===== config.mk =====
export PLATFORM = sky130hd
export DESIGN_NAME = sirq_top
export DESIGN_NICKNAME = d
export VERILOG_FILES = /design/src/logic/sirq_pkg.sv /design/src/logic/sirq_clkgen.sv /design/src/logic/sirq_prio.sv /design/src/logic/sirq_top.sv
export SDC_FILE = /design/constraint.sdc
export NUM_CORES = 1
export LEC_CHECK = 0
export BUFFER_PORTS_ARGS = -buffer_cell sky130_fd_sc_hd__buf_2
export CELL_PAD_IN_SITES_DETAIL_PLACEMENT = 1
export CELL_PAD_IN_SITES_GLOBAL_PLACEMENT = 1
export CORE_MARGIN = 3
export CORE_UTILIZATION = 43
export DETAILED_ROUTE_END_ITERATION = 10
export HOLD_SLACK_MARGIN = 0.05
export PLACE_DENSITY_LB_ADDON = 0.15
export SLEW_MARGIN = 15
export SYNTH_ARGS = -nofsm -noshare
export SYNTH_HDL_FRONTEND = slang
export SYNTH_HIERARCHICAL = 1
export SYNTH_SLANG_ARGS = --single-unit

===== constraint.sdc =====
create_clock -name pclk -period 6.4 [get_ports pclk]
set_clock_uncertainty 0.1 [all_clocks]
set_input_delay 1.28 -clock pclk [delete_from_list [all_inputs] [get_ports pclk]]
set_output_delay 1.28 -clock pclk [all_outputs]
set_load 0.02 [all_outputs]

===== src/logic/sirq_pkg.sv =====
// Constants and register map of the serial unit request logic
// Function
// - Writing 1 to clock_output_enable restarts the serial clock with normal duty
// - Each request has its own vector; rx_full_request and rx_error_request share rx_irq_enable
// - tx_empty_request is raised while tx_data_empty_flag is 1
// - tx_end_request only while tx_end_flag and tx_end_irq_enable are both 1
// - tx_empty_request may start the transfer controller; its write clears tx_data_empty_flag
// - rx_full_request is raised while rx_full_flag is 1
// - rx_error_request on overrun, parity or framing flag; never to transfer controller
// - rx_full_request may start the transfer controller; its read clears rx_full_flag
// - tx_empty_request wins acceptance over a pending tx_end_request
// - Clearing both transmit flags removes tx_end_request until tx_end_flag is set again
// - rx_error_request is gated by rx_irq_enable
// - tx_empty_request is gated by tx_irq_enable
package sirq_pkg;

	// Register byte offsets
	localparam logic [7:0] OFS_CTRL = 8'h00;
	localparam logic [7:0] OFS_STATUS = 8'h04;
	localparam logic [7:0] OFS_IRQ_STAT = 8'h08;
	localparam logic [7:0] OFS_IRQ_MASK = 8'h0C;
	localparam logic [7:0] OFS_VECTOR = 8'h10;
	localparam logic [7:0] OFS_CLKDIV = 8'h14;

	// Control register fields
	localparam int CTL_TX_IRQ_EN = 0;
	localparam int CTL_RX_IRQ_EN = 1;
	localparam int CTL_TX_END_IRQ_EN = 2;
	localparam int CTL_CLK_OUT_EN = 3;
	localparam int CTL_SCK_IDLE = 4;
	localparam int CTL_TX_TC_SEL = 5;
	localparam int CTL_RX_TC_SEL = 6;
	localparam int CTL_SCK_DRIVE = 7;
	localparam int CTL_W = 8;
	localparam logic [CTL_W-1:0] CTL_RESET = 8'h00;

	// Status register fields
	localparam int ST_TX_DATA_EMPTY_FLAG = 0;
	localparam int ST_TX_END_FLAG = 1;
	localparam int ST_RX_FULL_FLAG = 2;
	localparam int ST_OVERRUN_FLAG = 3;
	localparam int ST_PER = 4;
	localparam int ST_FER = 5;
	localparam int ST_W = 6;
	localparam logic [ST_W-1:0] ST_RESET = 6'h03;

	// Request indices, shared by interrupt status, mask and vector
	localparam int RQ_ERR = 0;
	localparam int RQ_RXF = 1;
	localparam int RQ_TXE = 2;
	localparam int RQ_TX_END_FLAG = 3;
	localparam int RQ_W = 4;
	localparam logic [RQ_W-1:0] IRQ_MASK_RESET = 4'h0;

	// Vector codes, one per source
	localparam logic [1:0] VEC_ERR = 2'h0;
	localparam logic [1:0] VEC_RXF = 2'h1;
	localparam logic [1:0] VEC_TXE = 2'h2;
	localparam logic [1:0] VEC_TX_END_FLAG = 2'h3;

	// Serial clock half period in pclk cycles
	localparam int DIV_W = 8;
	localparam logic [DIV_W-1:0] CLKDIV_RESET = 8'h04;

	typedef enum logic [0:0] {
		CK_STOP = 1'b0,
		CK_RUN = 1'b1
	} sirq_ck_state_t;

endpackage


===== src/logic/sirq_clkgen.sv =====
// Serial clock output with restart at normal duty
`timescale 1ns/100ps
module sirq_clkgen
	import sirq_pkg::*;
(
	// Clock and reset
	input wire logic pclk,
	input wire logic presetn,
	input wire logic ce,
	// Control
	input wire logic run,
	input wire logic restart,
	input wire logic idle_level,
	input wire logic drive,
	input wire logic [DIV_W-1:0] half_period,
	// Pin
	output logic sck_o_q,
	output logic sck_oe_n_q
);

	sirq_ck_state_t state_q;
	logic [DIV_W-1:0] cnt_q;
	logic last;

	assign last = (cnt_q + 8'h01) >= half_period;

	always_ff @(posedge pclk or negedge presetn) begin
		if (!presetn) begin
			state_q <= CK_STOP;
		end else if (ce) begin
			case (state_q)
				CK_STOP: begin
					if (run) begin
						state_q <= CK_RUN;
					end
				end
				CK_RUN: begin
					if (!run) begin
						state_q <= CK_STOP;
					end
				end
				default: begin
					state_q <= CK_STOP;
				end
			endcase
		end
	end

	// Restart begins a full half period at the idle level
	always_ff @(posedge pclk or negedge presetn) begin
		if (!presetn) begin
			cnt_q <= 8'h00;
			sck_o_q <= 1'b0;
		end else if (ce) begin
			if (restart || state_q == CK_STOP || !run) begin
				cnt_q <= 8'h00;
				sck_o_q <= idle_level;
			end else if (last) begin
				cnt_q <= 8'h00;
				sck_o_q <= ~sck_o_q;
			end else begin
				cnt_q <= cnt_q + 8'h01;
			end
		end
	end

	always_ff @(posedge pclk or negedge presetn) begin
		if (!presetn) begin
			sck_oe_n_q <= 1'b1;
		end else if (ce) begin
			sck_oe_n_q <= ~(run | drive);
		end
	end

endmodule


===== src/logic/sirq_prio.sv =====
// Fixed priority selection of the pending request vector
`timescale 1ns/100ps
module sirq_prio
	import sirq_pkg::*;
(
	// Clock and reset
	input wire logic pclk,
	input wire logic presetn,
	input wire logic ce,
	// Pending requests
	input wire logic [RQ_W-1:0] pending,
	// Selected vector
	output logic vec_valid_q,
	output logic [1:0] vec_code_q
);

	logic [1:0] code_d;

	// Transmit empty is ahead of transmit end
	always_comb begin
		code_d = VEC_ERR;
		if (pending[RQ_ERR]) begin
			code_d = VEC_ERR;
		end else if (pending[RQ_RXF]) begin
			code_d = VEC_RXF;
		end else if (pending[RQ_TXE]) begin
			code_d = VEC_TXE;
		end else if (pending[RQ_TX_END_FLAG]) begin
			code_d = VEC_TX_END_FLAG;
		end
	end

	always_ff @(posedge pclk or negedge presetn) begin
		if (!presetn) begin
			vec_valid_q <= 1'b0;
			vec_code_q <= VEC_ERR;
		end else if (ce) begin
			vec_valid_q <= |pending;
			vec_code_q <= code_d;
		end
	end

endmodule


===== src/logic/sirq_top.sv =====
// Request, interrupt and clock control logic of the serial unit
`timescale 1ns/100ps
module sirq_top
	import sirq_pkg::*;
(
	// Clock, reset and clock enable
	input wire logic pclk,
	input wire logic presetn,
	input wire logic ce,
	// APB slave
	input wire logic psel,
	input wire logic penable,
	input wire logic pwrite,
	input wire logic [7:0] paddr,
	input wire logic [31:0] pwdata,
	output logic [31:0] prdata,
	output logic pready,
	output logic pslverr,
	// Flag set events from the transmit and receive datapath
	input wire logic tx_data_empty_flag_set,
	input wire logic tx_end_flag_set,
	input wire logic rx_full_flag_set,
	input wire logic overrun_flag_set,
	input wire logic per_set,
	input wire logic fer_set,
	// Transfer controller accesses to the data registers
	input wire logic tc_tx_write,
	input wire logic tc_rx_read,
	// Power state
	input wire logic standby_active,
	// Requests to the interrupt controller
	output logic tx_empty_request,
	output logic tx_end_request,
	output logic rx_full_request,
	output logic rx_error_request,
	output logic req_vec_valid,
	output logic [1:0] req_vec_code,
	// Activation requests to the transfer controller
	output logic tc_tx_activate,
	output logic tc_rx_activate,
	// Summary interrupt
	output logic irq,
	// Serial clock pin
	output logic sck_o,
	output logic sck_oe_n
);

	////////////////////////////////////////////////////////////////////////////////
	// Helpers

	// Hardware set has precedence over any clear in the same cycle
	function automatic logic flag_next(input logic cur, input logic set, input logic clr);
		flag_next = set | (cur & ~clr);
	endfunction

	function automatic logic [31:0] zext8(input logic [7:0] v);
		zext8 = {24'h000000, v};
	endfunction

	////////////////////////////////////////////////////////////////////////////////
	// Bus decode

	logic setup_ph;
	logic access_ph;
	logic wr_en;
	logic hit;
	logic wr_ctrl;
	logic wr_status;
	logic wr_irq_stat;
	logic wr_irq_mask;
	logic wr_clkdiv;

	assign setup_ph = psel & ~penable;
	assign access_ph = psel & penable;
	assign wr_en = access_ph & pwrite & ce;

	always_comb begin
		case (paddr)
			OFS_CTRL: hit = 1'b1;
			OFS_STATUS: hit = 1'b1;
			OFS_IRQ_STAT: hit = 1'b1;
			OFS_IRQ_MASK: hit = 1'b1;
			OFS_VECTOR: hit = 1'b1;
			OFS_CLKDIV: hit = 1'b1;
			default: hit = 1'b0;
		endcase
	end

	assign wr_ctrl = wr_en & (paddr == OFS_CTRL);
	assign wr_status = wr_en & (paddr == OFS_STATUS);
	assign wr_irq_stat = wr_en & (paddr == OFS_IRQ_STAT);
	assign wr_irq_mask = wr_en & (paddr == OFS_IRQ_MASK);
	assign wr_clkdiv = wr_en & (paddr == OFS_CLKDIV);

	assign pready = 1'b1;
	assign pslverr = access_ph & ~hit;

	////////////////////////////////////////////////////////////////////////////////
	// Control register

	logic [CTL_W-1:0] ctrl_q;
	logic clk_restart_q;

	always_ff @(posedge pclk or negedge presetn) begin
		if (!presetn) begin
			ctrl_q <= CTL_RESET;
		end else if (wr_ctrl) begin
			ctrl_q <= pwdata[CTL_W-1:0];
		end
	end

	// Every write of a one to the clock enable restarts the clock
	always_ff @(posedge pclk or negedge presetn) begin
		if (!presetn) begin
			clk_restart_q <= 1'b0;
		end else if (ce) begin
			clk_restart_q <= wr_ctrl & pwdata[CTL_CLK_OUT_EN];
		end
	end

	logic [DIV_W-1:0] clkdiv_q;

	always_ff @(posedge pclk or negedge presetn) begin
		if (!presetn) begin
			clkdiv_q <= CLKDIV_RESET;
		end else if (wr_clkdiv) begin
			clkdiv_q <= pwdata[DIV_W-1:0];
		end
	end

	////////////////////////////////////////////////////////////////////////////////
	// Status flags

	logic [ST_W-1:0] st_q;
	logic [ST_W-1:0] st_clr;
	logic [ST_W-1:0] st_set;

	assign st_set = {fer_set, per_set, overrun_flag_set, rx_full_flag_set, tx_end_flag_set, tx_data_empty_flag_set};

	// Software clears by writing one; transfer controller clears its own flag
	always_comb begin
		st_clr = wr_status ? pwdata[ST_W-1:0] : 6'h00;
		st_clr[ST_TX_DATA_EMPTY_FLAG] = st_clr[ST_TX_DATA_EMPTY_FLAG] | tc_tx_write;
		st_clr[ST_RX_FULL_FLAG] = st_clr[ST_RX_FULL_FLAG] | tc_rx_read;
	end

	always_ff @(posedge pclk or negedge presetn) begin
		if (!presetn) begin
			st_q <= ST_RESET;
		end else if (ce) begin
			for (int i = 0; i < ST_W; i++) begin
				st_q[i] <= flag_next(st_q[i], st_set[i], st_clr[i]);
			end
		end
	end

	////////////////////////////////////////////////////////////////////////////////
	// Request generation

	logic txe_src;
	logic tx_end_flag_src;
	logic rxf_src;
	logic err_src;
	logic txe_q;
	logic tx_end_flag_q;
	logic rxf_q;
	logic err_q;

	assign txe_src = st_q[ST_TX_DATA_EMPTY_FLAG] & ctrl_q[CTL_TX_IRQ_EN];
	assign tx_end_flag_src = st_q[ST_TX_END_FLAG] & ctrl_q[CTL_TX_END_IRQ_EN];
	assign rxf_src = st_q[ST_RX_FULL_FLAG] & ctrl_q[CTL_RX_IRQ_EN];
	assign err_src = (st_q[ST_OVERRUN_FLAG] | st_q[ST_PER] | st_q[ST_FER]) & ctrl_q[CTL_RX_IRQ_EN];

	// Registered levels follow source and enable one cycle later
	// Transmit empty, may go to the transfer controller
	always_ff @(posedge pclk or negedge presetn) begin
		if (!presetn) begin
			txe_q <= 1'b0;
		end else if (ce) begin
			txe_q <= txe_src;
		end
	end

	// Transmit end, CPU only
	always_ff @(posedge pclk or negedge presetn) begin
		if (!presetn) begin
			tx_end_flag_q <= 1'b0;
		end else if (ce) begin
			tx_end_flag_q <= tx_end_flag_src;
		end
	end

	// Receive full, may go to the transfer controller
	always_ff @(posedge pclk or negedge presetn) begin
		if (!presetn) begin
			rxf_q <= 1'b0;
		end else if (ce) begin
			rxf_q <= rxf_src;
		end
	end

	// Receive error, CPU only
	always_ff @(posedge pclk or negedge presetn) begin
		if (!presetn) begin
			err_q <= 1'b0;
		end else if (ce) begin
			err_q <= err_src;
		end
	end

	// Transfer controller only ever sees the two data requests
	assign tc_tx_activate = txe_q & ctrl_q[CTL_TX_TC_SEL];
	assign tc_rx_activate = rxf_q & ctrl_q[CTL_RX_TC_SEL];
	assign tx_empty_request = txe_q & ~ctrl_q[CTL_TX_TC_SEL];
	assign rx_full_request = rxf_q & ~ctrl_q[CTL_RX_TC_SEL];
	assign tx_end_request = tx_end_flag_q;
	assign rx_error_request = err_q;

	logic [RQ_W-1:0] pending;

	always_comb begin
		pending = 4'h0;
		pending[RQ_ERR] = rx_error_request;
		pending[RQ_RXF] = rx_full_request;
		pending[RQ_TXE] = tx_empty_request;
		pending[RQ_TX_END_FLAG] = tx_end_request;
	end

	sirq_prio u_prio (
		.pclk(pclk),
		.presetn(presetn),
		.ce(ce),
		.pending(pending),
		.vec_valid_q(req_vec_valid),
		.vec_code_q(req_vec_code)
	);

	////////////////////////////////////////////////////////////////////////////////
	// Sticky interrupt status and mask

	logic [RQ_W-1:0] pend_prev_q;
	logic [RQ_W-1:0] irq_ev;
	logic [RQ_W-1:0] irq_stat_q;
	logic [RQ_W-1:0] irq_mask_q;
	logic [RQ_W-1:0] irq_clr;

	assign irq_ev = pending & ~pend_prev_q;
	assign irq_clr = wr_irq_stat ? pwdata[RQ_W-1:0] : 4'h0;

	// Events are rising edges of the CPU-bound requests
	always_ff @(posedge pclk or negedge presetn) begin
		if (!presetn) begin
			pend_prev_q <= 4'h0;
		end else if (ce) begin
			pend_prev_q <= pending;
		end
	end

	always_ff @(posedge pclk or negedge presetn) begin
		if (!presetn) begin
			irq_stat_q <= 4'h0;
		end else if (ce) begin
			for (int i = 0; i < RQ_W; i++) begin
				irq_stat_q[i] <= flag_next(irq_stat_q[i], irq_ev[i], irq_clr[i]);
			end
		end
	end

	always_ff @(posedge pclk or negedge presetn) begin
		if (!presetn) begin
			irq_mask_q <= IRQ_MASK_RESET;
		end else if (wr_irq_mask) begin
			irq_mask_q <= pwdata[RQ_W-1:0];
		end
	end

	// Summary level follows the sticky bits one cycle later
	always_ff @(posedge pclk or negedge presetn) begin
		if (!presetn) begin
			irq <= 1'b0;
		end else if (ce) begin
			irq <= |(irq_stat_q & irq_mask_q);
		end
	end

	////////////////////////////////////////////////////////////////////////////////
	// Read data, captured in the setup cycle

	logic [31:0] rd_d;

	always_comb begin
		case (paddr)
			OFS_CTRL: rd_d = zext8(ctrl_q);
			OFS_STATUS: rd_d = {26'h0000000, st_q};
			OFS_IRQ_STAT: rd_d = {28'h0000000, irq_stat_q};
			OFS_IRQ_MASK: rd_d = {28'h0000000, irq_mask_q};
			OFS_VECTOR: rd_d = {29'h00000000, req_vec_valid, req_vec_code};
			OFS_CLKDIV: rd_d = zext8(clkdiv_q);
			default: rd_d = 32'h00000000;
		endcase
	end

	always_ff @(posedge pclk or negedge presetn) begin
		if (!presetn) begin
			prdata <= 32'h00000000;
		end else if (ce && setup_ph) begin
			prdata <= pwrite ? 32'h00000000 : rd_d;
		end
	end

	////////////////////////////////////////////////////////////////////////////////
	// Serial clock output

	logic standby_meta_q;
	logic standby_q;
	logic clk_run;

	// Standby comes from the power controller, outside this clock's domain
	always_ff @(posedge pclk or negedge presetn) begin
		if (!presetn) begin
			standby_meta_q <= 1'b0;
			standby_q <= 1'b0;
		end else if (ce) begin
			standby_meta_q <= standby_active;
			standby_q <= standby_meta_q;
		end
	end

	// Held while in standby, so software leaves standby before it re-enables
	assign clk_run = ctrl_q[CTL_CLK_OUT_EN] & ~standby_q;

	sirq_clkgen u_clkgen (
		.pclk(pclk),
		.presetn(presetn),
		.ce(ce),
		.run(clk_run),
		.restart(clk_restart_q),
		.idle_level(ctrl_q[CTL_SCK_IDLE]),
		.drive(ctrl_q[CTL_SCK_DRIVE]),
		.half_period(clkdiv_q),
		.sck_o_q(sck_o),
		.sck_oe_n_q(sck_oe_n)
	);

endmodule


=== Word level (Yosys, flattened, before mapping) ===
Cells that the tools add are included.

* $add $sub $neg: 1
* Order comparisons: 1
* Equality and inequality tests: 5
* Muxes and demuxes: 14
* Bitwise operators: 66
* Reductions and logical operators: 10

{| class="wikitable"
|+ Operators with widths
! kind !! count
|-
| case mux 8 bit (6 select lines) || 1
|-
| 2-to-1 mux 32 bit || 1
|-
| AND 1 bit || 30
|-
| NOT 1 bit || 18
|-
| equality test 8 x 4 -> 1 bit (second input constant) || 2
|-
| equality test 8 x 5 -> 1 bit (second input constant) || 2
|-
| 2-to-1 mux 8 bit || 2
|-
| bitwise OR 1 bit || 15
|-
| adder 8 x 1 -> 8 bit (second input constant) || 1
|-
| AND 4 bit || 2
|-
| equality test 8 x 3 -> 1 bit (second input constant) || 1
|-
| >= comparator 8 bit || 1
|-
| zero test 8 bit || 1
|-
| 2-to-1 mux 2 bit || 4
|-
| OR reduction 4 bit || 2
|-
| 2-to-1 mux 6 bit || 1
|-
| OR reduction 6 bit || 1
|-
| 2-to-1 mux 1 bit || 4
|-
| 2-to-1 mux 4 bit || 1
|-
| NOT 4 bit || 1
|-
| logical OR 1 bit || 2
|-
| AND reduction 2 bit || 1
|-
| nonzero test 2 bit || 1
|-
| logical AND 1 bit || 1
|-
| zero test 1 bit || 1
|}

* Register bits: 88
* Bits of input ports: 55
* Output and inout port bits: 46
* Word-level logic and storage cells: 118

=== Longest topological paths before layout ===
* Word-level depth: 9
* Depth in mapped cells: 10
* Mapped depth without buffers: 10

=== By module ===
Netlist, hierarchy kept.

{| class="wikitable"
|+ By module, submodules not included
! module !! times used !! cells an instance !! area each (µm²) !! sequential area each (µm²)
|-
| sirq_top || 1 || 224 || 2563.7 || 1255.0
|-
| sirq_clkgen || 1 || 75 || 770.7 || 276.5
|-
| sirq_prio || 1 || 14 || 136.4 || 75.1
|}

=== Worst setup path after synthesis ===
OpenSTA, ideal clock, no wires.

* Path type: input port to output port
* Start: input port paddr[1]
* End: output port pslverr
* Arrival time: 2.309 ns
* Required time: 5.020 ns
* Setup slack: 2.711 ns
* Stages on the path: 3
* Buffers on the path: 0
* Path through: or3_4 a2111o_1 and3_1

* Longest elaborated chain between the ends: 5
* Elaborated cells between the ends (all ways): 10
* Classes of those cells: eq/ne: 5; mux: 1; bitwise: 2; reduce/logical: 2

{| class="wikitable"
|+ Ends and longest elaborated chain
! what !! RTL line !! text
|-
| from (decl) || sirq_top.sv:14 || <nowiki>input wire logic [7:0] paddr,</nowiki>
|-
| equality test 8 x 3 -> 1 bit (tied with other cells) || sirq_top.sv:78 || <nowiki>case (paddr)</nowiki>
|-
| OR reduction 6 bit (no line) * || - ||
|-
| 2-to-1 mux 1 bit * || sirq_top.sv:78 ||
|-
| NOT 1 bit * || sirq_top.sv:96 || <nowiki>assign pslverr = access_ph & ~hit;</nowiki>
|-
| AND 1 bit * || sirq_top.sv:96 ||
|-
| to (decl) || sirq_top.sv:18 || <nowiki>output logic pslverr,</nowiki>
|}

Every way passes the cells marked *; elsewhere a longest branch is shown, timed or not.

=== Worst setup path after layout ===
Same ends and word-level chain as after synthesis.

==> flow_metrics.env <==
export IMPL_dr_pass1_iters=4
export IMPL_ioPinCount=101
export IMPL_route_detailed_drc=0
export IMPL_netlist_top_cells_count="dfrtp_1, buf_4, inv_1"
export IMPL_ys_top_cells_by_area="dfrtp_1, mux2_2, buf_4"
export IMPL_start_util=0.447
export IMPL_syn_area_per_cell_um2=11.1
export IMPL_vias=2516
export IMPL_synth_edf_count=0
export IMPL_htree_num_levels=3
export IMPL_clkTransAtPathRegs_ns=0.08
export IMPL_clock_fmax_mhz=255
export IMPL_rsz0062_at_grt="false"
export IMPL_ant_nets=0
export IMPL_synth_cell_types=58
export IMPL_yosysMostFrequentCell="dfrtp_1"
export IMPL_gp_congestion=0.814
export IMPL_post_cts_buffers=0
export IMPL_netlist_instances=313
export IMPL_drtIter0Drc=129
export IMPL_grt_pass1_vias=2616
export IMPL_dr_wl_met3_um=421
export IMPL_grt_usage=0.202
export IMPL_fin_hold_ws_ns=0.352
export IMPL_wl_met1_um=4230
export IMPL_grt_max_degree=65
export IMPL_clock_sink_count=64
export IMPL_syn_area_um2=3470
export IMPL_utilization=0.510
export IMPL_p_per_area_nw_per_um2=235
export IMPL_io_buffers=51
export IMPL_async_flop_share=1.00
export IMPL_timing_rr_end="u_clkgen/cnt_q[0]"
export IMPL_cts_root_buf="clkbuf_8"
export IMPL_min_period_over_period=0.612
export IMPL_fillCellCount=871
export IMPL_worst_pin_slew_ns=0.877
export IMPL_critPathMaxFanout=5
export IMPL_hpwl_um=6090
export IMPL_cts_tree="yes"
export IMPL_r2r_start="u_clkgen/cnt_q[2]"
export IMPL_regArea_um2=1610
export IMPL_irDropWorstVdd_mv=0.156
export IMPL_cp_data_required_time_ns=5.02
export IMPL_synth_main_ff_cell="dfrtp_1"
export IMPL_r2r_setup_slack_ns=3.54
export IMPL_core_um2=7770
export IMPL_reg2regPathDepth=9
export IMPL_fin_nets=428
export IMPL_synth_top_area_share=0.433
export IMPL_vias_per_cell=5.34
export IMPL_total_leakage_power_nw=1.89
export IMPL_die_h_um=95.8
export IMPL_power_mw=0.932
export IMPL_ctsResizeCount=0
export IMPL_yosys_warnings=6
export IMPL_finalSetupTns_ns=0
export IMPL_yosysTopAreaCell="dfrtp_1"
export IMPL_clockBufferDepth=2
export IMPL_syn2layout_area_growth_pct=14.1
export IMPL_placed_cell_area_um2=3710
export IMPL_grt_antenna_before_repair=0
export IMPL_final_area_um2=3960
export IMPL_die_w_um=95.8
export IMPL_wl_um=8430
export IMPL_route_met2_wl_um=3700
export IMPL_numCtsBuffers=9
export IMPL_critical_path_class="input port to output pin"
export IMPL_crit_start="paddr[1]"
export IMPL_grt_pass1_wl_um=14000
export IMPL_end_kind="output pin"
export IMPL_yosysSeqAreaShare=0.463
export IMPL_grt_ovfl_total=0
export IMPL_endpoint="pslverr"
export IMPL_worstSetupStartpointType="input port"
export IMPL_antenna_cells=0
export IMPL_rows=32
export IMPL_arrival_ns=2.54
export IMPL_routedWlPerCell_um=17.9
export IMPL_setup_viol=0
export IMPL_synth_seq_cells=64
export IMPL_layout_drive_gt1_share=0.306
export IMPL_hold_viol=0
export IMPL_slew_headroom=0.410
export IMPL_multi_input_area_um2=1630
export IMPL_top_layer="met4"
export IMPL_run_status="complete, no violations"
export IMPL_cts_hold_buffers_added=0
export IMPL_maxCapViolations=0
export IMPL_fin_crit_ns=3.92
export IMPL_hp_class="register to register"
export IMPL_die_area_um2=9190
export IMPL_clkLatencyLatePin_ns=0.33
export IMPL_drv_slew=0
## state kept, by name (all words and copies together) (netlist names), 2 cells and up
register and flops:
ctrl_q 8, u_prio/vec_code_q 2, irq_stat_q 4, st_q 6, pend_prev_q 4, clkdiv_q 8
u_clkgen/cnt_q 8, irq_mask_q 4, prdata 8
## through the flow
step / cells / worst slack [ns]
detailed placement: 455 / 2.49
CTS: 471 / 2.48
global route: 471 / 2.43
floorplan: 336 / 2.71
global placement: 455 / 2.48
finish: 471 / 2.48
## area by class of cell
cell class,count,share of cell area
Sequential cell,64,0.406
Clock inverter,7,0.0303
Multi-Input combinational cell,215,0.412
Tap cell,102,0.0322
Timing Repair Buffer,53,0.0683
Clock buffer,9,0.0313
Inverter,21,0.0199
## critical path, stage by stage
cell      delay (ns)
buf_2           0.10
or3_4           0.40
a2111o_1        0.42
and3_1          0.19
buf_2           0.15
## cells in the final DEF, fill, tap and decap left out, types with 4 or more instances in the layout
| master | n |
|---|---|
| dfrtp_1 | 60 |
| buf_2 | 51 |
| conb_1 | 25 |
| inv_1 | 20 |
| mux2_2 | 18 |
| nand2_1 | 18 |
| o21ai_0 | 14 |
| nor2_1 | 13 |
| clkbuf_8 | 9 |
| ha_1 | 9 |
| mux2_4 | 8 |
| nand3_1 | 7 |
| nor2b_1 | 6 |
| a221o_1 | 6 |
| o2bb2ai_1 | 6 |
| mux2i_1 | 6 |
| a22o_1 | 5 |
| a22oi_1 | 5 |
| a21oi_1 | 5 |
| and3_1 | 4 |
| nor4_1 | 4 |
| dfstp_2 | 4 |
## worst min-delay path by stage
stage                               from            end  slack, ns  cells past startpoint
final                     pend_prev_q[3]  irq_stat_q[3]       0.35                      1
after global routing      pend_prev_q[3]  irq_stat_q[3]       0.38                      1
after CTS                 pend_prev_q[3]  irq_stat_q[3]       0.35                      1
after detailed placement  pend_prev_q[3]  irq_stat_q[3]       0.34                      1
after global placement    pend_prev_q[0]  irq_stat_q[0]       0.32                      1
after floorplan           pend_prev_q[0]  irq_stat_q[0]       0.32                      1
## layer usage
metal / vias to the layer above / track usage
met2: 74 / 0.297
li1: 1182 / -
met1: 1253 / 0.306
met4: 0 / 0.0533
met3: 7 / 0.0336
met5: - / 0
## where the power goes
part	internal (mW)	switching (mW)	leakage, nW
Sequential	0.415	0.00850	0.846
Combinational	0.0268	0.0549	0.924
Clock	0.259	0.167	0.119
Total	0.701	0.231	1.89
## kinds of logic after synthesis
| logic type | share of synthesized area |
|---|---|
| DFF | 0.463 |
| muxes | 0.130 |
| and+or+nand+nor | 0.127 |
| xor gates and xnor gates | 0.0151 |
| AOI/OAI and AO/OA | 0.138 |
| other | 0.00216 |
| adders and majority gates | 0.0324 |
| buffers and inverters | 0.0919 |
No activity file was read; power rests on OpenSTA's default activity.
